`src/include/swm_defines.svh`:
```
// Timing, command and check constants for the single-line bus master
`ifndef SWM_DEFINES_SVH
`define SWM_DEFINES_SVH
`define SWM_CLK_MHZ          200
`define SWM_RST_LOW_US       480
`define SWM_RST_HIGH_US      480
`define SWM_PRES_SMP_US      70
`define SWM_SLOT_US          70
`define SWM_W0_LOW_US        65
`define SWM_W1_LOW_US        6
`define SWM_RD_LOW_US        2
`define SWM_RD_SMP_US        12
`define SWM_REC_US           5
`define SWM_PROG_US          480
`define SWM_RST_LOW_CYC      (`SWM_RST_LOW_US * `SWM_CLK_MHZ)
`define SWM_RST_HIGH_CYC     (`SWM_RST_HIGH_US * `SWM_CLK_MHZ)
`define SWM_PRES_SMP_CYC     (`SWM_PRES_SMP_US * `SWM_CLK_MHZ)
`define SWM_SLOT_CYC         (`SWM_SLOT_US * `SWM_CLK_MHZ)
`define SWM_W0_LOW_CYC       (`SWM_W0_LOW_US * `SWM_CLK_MHZ)
`define SWM_W1_LOW_CYC       (`SWM_W1_LOW_US * `SWM_CLK_MHZ)
`define SWM_RD_LOW_CYC       (`SWM_RD_LOW_US * `SWM_CLK_MHZ)
`define SWM_RD_SMP_CYC       (`SWM_RD_SMP_US * `SWM_CLK_MHZ)
`define SWM_REC_CYC          (`SWM_REC_US * `SWM_CLK_MHZ)
`define SWM_PROG_CYC         (`SWM_PROG_US * `SWM_CLK_MHZ)
`define SWM_LINE_MAX_US      120
`define SWM_LINE_MAX_CYC     (`SWM_LINE_MAX_US * `SWM_CLK_MHZ)
`define SWM_BYTE_BITS        4'h8
`define SWM_TRIP_BITS        4'h3
`define SWM_CRC8_POLY        8'h8C
`define SWM_CRC16_POLY       16'hA001
`define SWM_CRC16_GOOD       16'hB001
`define SWM_CMD_READ_ID      8'h33
`define SWM_CMD_SELECT       8'h55
`define SWM_CMD_BYPASS       8'hCC
`define SWM_CMD_SEARCH       8'hF0
`endif

```
`src/include/swm_pkg.sv`:
```
// Types shared by the single-line bus master and its users
package swm_pkg;
  typedef enum logic [4:0] {
    ST_IDLE = 5'b0_0001,
    ST_SLOT = 5'b0_0010,
    ST_REC  = 5'b0_0100,
    ST_PROG = 5'b0_1000,
    ST_SPR  = 5'b1_0000
  } swm_state_e;

  typedef enum logic [2:0] {
    OP_RESET = 3'h0,
    OP_WBYTE = 3'h1,
    OP_RBYTE = 3'h2,
    OP_TRIP  = 3'h3,
    OP_PROG  = 3'h4
  } swm_op_e;

  typedef struct packed {
    swm_op_e    op;
    logic [7:0] data;
    logic       dir;
  } swm_cmd_s;

  typedef struct packed {
    logic [7:0] data;
    logic       presence;
    logic       tripBit;
    logic       tripCmp;
    logic       error;
  } swm_rsp_s;
endpackage

```
`src/hw/swm_master.sv`:
```
// Single-line bus master: reset/presence, byte slots, search triplets, program pulse, check generators
`timescale 1ns/1ps
`include "swm_defines.svh"
module swm_master #(
  parameter int unsigned RST_LOW_CYC  = `SWM_RST_LOW_CYC,
  parameter int unsigned RST_HIGH_CYC = `SWM_RST_HIGH_CYC,
  parameter int unsigned PRES_SMP_CYC = `SWM_PRES_SMP_CYC,
  parameter int unsigned SLOT_CYC     = `SWM_SLOT_CYC,
  parameter int unsigned W0_LOW_CYC   = `SWM_W0_LOW_CYC,
  parameter int unsigned PROG_CYC     = `SWM_PROG_CYC
) (
  input  wire logic             sys_clk,
  input  wire logic             rst,
  input  wire logic             ce,
  input  wire logic             cmdValid,
  output logic                  cmdReady,
  input  wire swm_pkg::swm_cmd_s cmd,
  output logic                  rspValid,
  output swm_pkg::swm_rsp_s     rsp,
  input  wire logic             crcLoad,
  input  wire logic [15:0]      crcSeed,
  output logic [7:0]            crc8,
  output logic [15:0]           crc16,
  input  wire logic             lineIn,
  output logic                  lineOut,
  output logic                  lineOe,
  output logic                  progEnable
);
  import swm_pkg::*;

  localparam int CW = 18;
  localparam logic [CW-1:0] RstLow  = CW'(RST_LOW_CYC);
  localparam logic [CW-1:0] PresAt  = CW'(RST_LOW_CYC + PRES_SMP_CYC);
  localparam logic [CW-1:0] RstEnd  = CW'(RST_LOW_CYC + RST_HIGH_CYC);
  localparam logic [CW-1:0] SlotEnd = CW'(SLOT_CYC);
  localparam logic [CW-1:0] W0Low   = CW'(W0_LOW_CYC);
  localparam logic [CW-1:0] W1Low   = CW'(`SWM_W1_LOW_CYC);
  localparam logic [CW-1:0] RdLow   = CW'(`SWM_RD_LOW_CYC);
  localparam logic [CW-1:0] RdSmp   = CW'(`SWM_RD_SMP_CYC);
  localparam logic [CW-1:0] RecEnd  = CW'(`SWM_REC_CYC);
  localparam logic [CW-1:0] ProgEnd = CW'(PROG_CYC);
  localparam logic [CW-1:0] LineMax = CW'(`SWM_LINE_MAX_CYC);

  typedef struct packed {
    swm_state_e  st;
    swm_op_e     op;
    logic [CW-1:0] cnt;
    logic [CW-1:0] lowEnd;
    logic [CW-1:0] smpAt;
    logic [CW-1:0] slotEnd;
    logic [3:0]  bitIdx;
    logic [3:0]  nBits;
    logic [7:0]  shreg;
    logic        dir;
    logic        bitv;
    logic        drive;
    logic        prog;
    logic        rspValid;
    swm_rsp_s    rsp;
    logic [7:0]  crc8;
    logic [15:0] crc16;
    logic [CW-1:0] lowRun;
    logic [3:0]  slotCnt;
  } swm_regs_s;

  swm_regs_s s_q;
  swm_regs_s s_d;

  // Third bit of a triplet follows the only device answer, else the caller's choice
  function automatic logic sendBit(input swm_regs_s s);
    if (s.op == OP_TRIP)
      sendBit = (s.rsp.tripBit != s.rsp.tripCmp) ? s.rsp.tripBit : s.dir;
    else
      sendBit = s.shreg[0];
  endfunction

  function automatic logic isRead(input swm_regs_s s);
    isRead = (s.op == OP_RBYTE) || (s.op == OP_TRIP && s.bitIdx < 4'h2);
  endfunction

  // Every slot opens by driving the line low from count zero
  function automatic swm_regs_s startSlot(input swm_regs_s s);
    swm_regs_s r;
    r = s;
    r.st = ST_SLOT;
    r.cnt = '0;
    r.drive = 1'b1;
    r.slotCnt = s.slotCnt + 4'h1;
    if (s.op == OP_RESET)
    begin
      r.lowEnd = RstLow;
      r.smpAt = PresAt;
      r.slotEnd = RstEnd;
    end
    else if (isRead(s))
    begin
      r.lowEnd = RdLow;
      r.smpAt = RdSmp;
      r.slotEnd = SlotEnd;
    end
    else
    begin
      r.lowEnd = sendBit(s) ? W1Low : W0Low;
      r.smpAt = RdSmp;
      r.slotEnd = SlotEnd;
    end
    startSlot = r;
  endfunction

  always_comb
  begin
    s_d = s_q;
    if (ce)
    begin
      s_d.rspValid = 1'b0;
      s_d.lowRun = s_q.drive ? s_q.lowRun + CW'(1) : '0;
      case (s_q.st)
        ST_IDLE:
        begin
          s_d.drive = 1'b0;
          if (crcLoad)
          begin
            s_d.crc16 = crcSeed;
            s_d.crc8 = 8'h00;
          end
          if (cmdValid)
          begin
            s_d.op = cmd.op;
            s_d.shreg = cmd.data;
            s_d.dir = cmd.dir;
            s_d.bitIdx = 4'h0;
            s_d.slotCnt = 4'h0;
            s_d.rsp.error = 1'b0;
            s_d.nBits = (cmd.op == OP_TRIP) ? `SWM_TRIP_BITS :
                        (cmd.op == OP_RESET) ? 4'h1 :
                        (cmd.op == OP_PROG) ? 4'h0 : `SWM_BYTE_BITS;
            if (cmd.op == OP_PROG)
            begin
              // Programming a byte whose check has not come back clean would corrupt the part
              if (s_q.crc16 == `SWM_CRC16_GOOD)
              begin
                s_d.st = ST_PROG;
                s_d.cnt = '0;
                s_d.prog = 1'b1;
              end
              else
              begin
                s_d.rspValid = 1'b1;
                s_d.rsp.error = 1'b1;
              end
            end
            else
              s_d = startSlot(s_d);
          end
        end
        ST_SLOT:
        begin
          s_d.cnt = s_q.cnt + CW'(1);
          s_d.drive = s_d.cnt < s_q.lowEnd;
          if (s_q.cnt == s_q.smpAt)
          begin
            s_d.bitv = isRead(s_q) ? lineIn : sendBit(s_q);
            if (s_q.op == OP_RESET)
              s_d.rsp.presence = ~lineIn;
          end
          if (s_q.cnt == s_q.slotEnd)
          begin
            s_d.drive = 1'b0;
            s_d.cnt = '0;
            s_d.bitIdx = s_q.bitIdx + 4'h1;
            if (s_q.op == OP_RESET)
            begin
              s_d.st = ST_IDLE;
              s_d.rspValid = 1'b1;
              s_d.rsp.data = 8'h00;
            end
            else
            begin
              s_d.st = ST_REC;
              s_d.shreg = {s_q.bitv, s_q.shreg[7:1]};
              if (s_q.op == OP_TRIP && s_q.bitIdx == 4'h0)
                s_d.rsp.tripBit = s_q.bitv;
              if (s_q.op == OP_TRIP && s_q.bitIdx == 4'h1)
                s_d.rsp.tripCmp = s_q.bitv;
              if (s_q.op != OP_TRIP)
              begin
                // Both generators run on every byte bit so the caller picks the one it needs
                // A check mismatch never stops a transfer; the caller decides
                s_d.crc8 = {1'b0, s_q.crc8[7:1]} ^
                           ((s_q.crc8[0] ^ s_q.bitv) ? `SWM_CRC8_POLY : 8'h00);
                s_d.crc16 = {1'b0, s_q.crc16[15:1]} ^
                            ((s_q.crc16[0] ^ s_q.bitv) ? `SWM_CRC16_POLY : 16'h0000);
              end
            end
          end
        end
        ST_REC:
        begin
          s_d.cnt = s_q.cnt + CW'(1);
          if (s_q.cnt == RecEnd)
          begin
            if (s_q.bitIdx >= s_q.nBits)
            begin
              s_d.st = ST_IDLE;
              s_d.rspValid = 1'b1;
              s_d.rsp.data = s_q.shreg;
            end
            else
              s_d = startSlot(s_q);
          end
        end
        ST_PROG:
        begin
          s_d.cnt = s_q.cnt + CW'(1);
          s_d.drive = 1'b0;
          if (s_q.cnt == ProgEnd)
          begin
            s_d.prog = 1'b0;
            s_d.cnt = '0;
            s_d.st = ST_REC;
          end
        end
        default:
        begin
          s_d.st = ST_IDLE;
          s_d.drive = 1'b0;
          s_d.prog = 1'b0;
        end
      endcase
    end
  end

  always_ff @(posedge sys_clk or posedge rst)
  begin
    if (rst)
    begin
      s_q <= '0;
      s_q.st <= ST_IDLE;
    end
    else
      s_q <= s_d;
  end

  assign cmdReady   = ce && (s_q.st == ST_IDLE);
  assign rspValid   = s_q.rspValid;
  assign rsp        = s_q.rsp;
  assign crc8       = s_q.crc8;
  assign crc16      = s_q.crc16;
  assign lineOut    = 1'b0;
  assign lineOe     = s_q.drive;
  assign progEnable = s_q.prog;
endmodule // swm_master

```
`config.mk`:
```
export PLATFORM = sky130hd
export DESIGN_NAME = swm_master
export DESIGN_NICKNAME = d
export VERILOG_FILES = /design/src/include/swm_pkg.sv /design/src/hw/swm_master.sv
export VERILOG_INCLUDE_DIRS = /design/src /design/src/include
export SDC_FILE = /design/constraint.sdc
export NUM_CORES = 1
export LEC_CHECK = 0
export ABC_AREA = 1
export CAP_MARGIN = 20
export CORE_MARGIN = 2
export CORE_UTILIZATION = 64
export DETAILED_ROUTE_END_ITERATION = 8
export DONT_BUFFER_PORTS = 1
export PLACE_DENSITY = 0.8
export SYNTH_ARGS = -nofsm -noshare
export SYNTH_HDL_FRONTEND = slang
export SYNTH_SLANG_ARGS = --single-unit
export TNS_END_PERCENT = 30
```
`constraint.sdc`:
```
create_clock -name sys_clk -period 7.38 [get_ports sys_clk]
set_clock_uncertainty 0.05 [all_clocks]
set_input_delay 1.476 -clock sys_clk [delete_from_list [all_inputs] [get_ports sys_clk]]
set_output_delay 1.476 -clock sys_clk [all_outputs]
set_load 0.02 [all_outputs]
```
==> results.txt <==
status = finished clean
Synth area leader = dfrtp_1
commonest non-fill, non-tap cells in the layout = 188 x nand2_1, 99 x inv_1, 89 x dfrtp_1, 75 x o21ai_0, 60 x nand3_1
CTS tree = yes
placed instance area = 5550 µm²
total number of vias = 4970
clock network power share = 21.6%
post-layout min period = 3370 ps
Hold WC Path Type = reg2reg
Area contributors post-synth = dfrtp_1 38%, nand2_1 12%, inv_1 6.5%
H-tree depth = 3
WHS Endpoint = s_q[62]$_DFFE_PP0P_
Worst Setup SP = ce
Diodes inserted = 0
Cell variety after synth = 41
non-filler cells, final = 852
initial antenna violation count = 1
crit-path max cell delay = 330 ps
synthesized net count = 841
PortBufs = 0
core region area = 8760 µm²
Vias/cell = 5.83
worst hold start = s_q[62]$_DFFE_PP0P_
share of cells above drive strength 1 = 6.18%
sw frac = 43.6%
peak fanout along the critical path = 5
fin area = 5790 µm²
TritonCTS buffer count = 9
Final Wtd Congestion = 0.989
Cells after Synth = 786
Final Power = 0.00181 W
Hold Violations, Final = 0
WP data required = 5850 ps
Yosys top cell area share = 38.3%
sequential power share = 44.8%
net switching power = 0.000790 W
Post-CTS Setup Bufs = 0
row cnt = 34
endpoints failing setup = 0
Syn-to-layout area delta = -0.409%
Skew-Pair Late Insertion Delay = 360 ps
Die H = 99.3 µm
R2R Path End = lineOe$_DFFE_PP0P_
final period utilization = 45.7%
clock root buffer = clkbuf_8
drc violations = 0
post-cts repair resize count = 0
overflow left after global routing = 0
Top Ports = 75
Worst-path clk slew = 80 ps
1st-iter DRT viols = 509
worst reg2reg path startpoint = s_q[133]$_DFFE_PP0P_
Hold-fix buffers, CTS = 0
commonest non-fill, non-tap cell in the layout = nand2_1
Slew @ Worst Pin = 729 ps
CTS Sinks = 90
Inst Count DP = 836
first-pass GRT wire length = 22.3 mm
Syn Std Cell Area = 5810 µm²
worst r2r path cells = 22
register area share after synthesis = 38.8%
Sum Neg Setup Slack = 0 ps
FMAX = 297 MHz
Critical Path Start Type = input port
deepest clock path buffer count = 2
Initial Utilization = 66.3%
routed len/inst = 15.9 µm
post-synthesis register bit count = 90
Power Density = 313 nW/µm²
final WL = 13.6 mm
Lkg Pwr = 2.89 nW
Nets = 794
Yosys warning total = 0
largest net degree at the start of global routing = 50
cell-internal power = 0.00102 W
detailed-placement wirelength estimate = 10.3 mm
hold depth = 2
Slew HR = 51.4%
slowest cell on the critical path = nor2_1
max_cap viols = 0
FF-to-FF setup slack = 4560 ps
worst vdd ir = 0.164 mV
Comb pwr share = 33.6%
Pre-antenna DRT Iters = 6
CP cell instances = inv_1 -> nor2_1
syn avg cell area = 7.40 µm²
die footprint = 9860 µm²
critical path endpoint category = output pin
GRT Resource Usage Total = 28.3%
Critical path buffers and inverters = 1
fin. max-slew vios = 0
Die X = 99.3 µm
crit-path leading delay family = simple AND/OR/NAND/NOR gates
Setup CP Type = in2out
CP arrival = 1850 ps
RSZ-0062 raised after global routing = no
Routed Antenna Nets = 0
vias in the first global route = 4607
worst hold slack = 438 ps
[Yosys cell counts]
library cell	number
or2_2	3
nand3_1	60
or3_1	1
nand4_1	14
o32ai_1	1
nor2_2	2
o21ai_2	1
a31oi_1	6
buf_4	40
nand3b_1	1
and3_1	1
buf_6	4
o21a_1	1
inv_1	100
dfrtp_1	89
o31ai_1	6
or2_1	1
a21oi_1	18
dfstp_2	1
nand2_4	1
nor3_1	12
ha_1	21
nand4_2	1
nand2_2	3
buf_2	11
o22ai_1	3
nor3_4	1
o2111ai_1	1
o211ai_1	15
nor3_2	2
nor4_1	6
conb_1	1
xor2_1	15
o21ai_0	75
nor2_1	56
nor2_4	2
clkbuf_1	7
nand2_1	188
xnor2_1	5
and2_1	2
inv_2	8
[layer usage]
| layer | GRT usage, % | wire length, µm | vias to the layer above | share of wire, % |
|---|---|---|---|---|
| li1 | - | - | 2409 | - |
| met3 | 5.55 | 1170 | 16 | 8.6 |
| met1 | 41.5 | 6130 | 2323 | 45 |
| met5 | 0 | 0 | - | 0 |
| met2 | 43.5 | 6120 | 222 | 45 |
| met4 | 7.48 | 162 | 0 | 1.2 |
[through the flow]
step	worst slack, ps	utilization, %
6_report	4010	66.1
2_1_floorplan	3520	-
5_1_grt	3970	66.1
4_1_cts	4000	66.1
3_5_place_dp	4000	63.4
3_3_place_gp	4010	63.4
[tightest hold or removal path: cells and delay by family, from the launching register on]
family / cells / cell delay [ps]
DFF: 1 / 350
and+or+nand+nor: 2 / 100
[logic make-up (layout without fill, tap and decap cells)]
group | after synthesis | count (layout) | synth area share, %
simple gates | 357 | 357 | 27.1
buf+inv | 170 | 128 | 14.3
compound gates | 127 | 127 | 12.3
flops | 90 | 90 | 38.8
fa+ha+maj | 21 | 21 | 4.52
xor+xnor | 20 | 20 | 3.01
other cells | 1 | 1 | 0.0645
[sequential cells by signal (all words and copies together) (netlist names)]
name and count:
s_q 51, progEnable 1, rsp 12, crc16 16, lineOe 1, rspValid 1, crc8 8
[power by group through the flow]
stage / sequential [W] / clock [W] / combinational (W)
floorplan: 0.000708 / 0 / 0.000645
global placement: 0.000814 / 0 / 0.000576
detailed placement: 0.000820 / 0 / 0.000599
CTS: 0.000810 / 0.000398 / 0.000603
global route: 0.000826 / 0.000419 / 0.000696
finish: 0.000811 / 0.000392 / 0.000609
[area by class of cell]
cell class                      count  area (µm²)
Clock buffer                       11         151
Clock inverter                      5        85.1
Fill cell                         759        2970
Inverter                          108         407
Multi-Input combinational cell    526        2730
Sequential cell                    90        2250
Tap cell                          108         135
Timing Repair Buffer                4        30.0
[how the worst max path moves through the flow]
| stage | cells after the start | slack [ps] | end |
|---|---|---|---|
| after floorplan | 1 | 3520 | crc16[0]$_DFFE_PP0P_ |
| after global routing | 2 | 3970 | cmdReady |
| after detailed placement | 2 | 4000 | cmdReady |
| final | 2 | 4010 | cmdReady |
| after global placement | 2 | 4010 | cmdReady |
| after CTS | 2 | 4000 | cmdReady |
(Power assumes the default switching activity.)
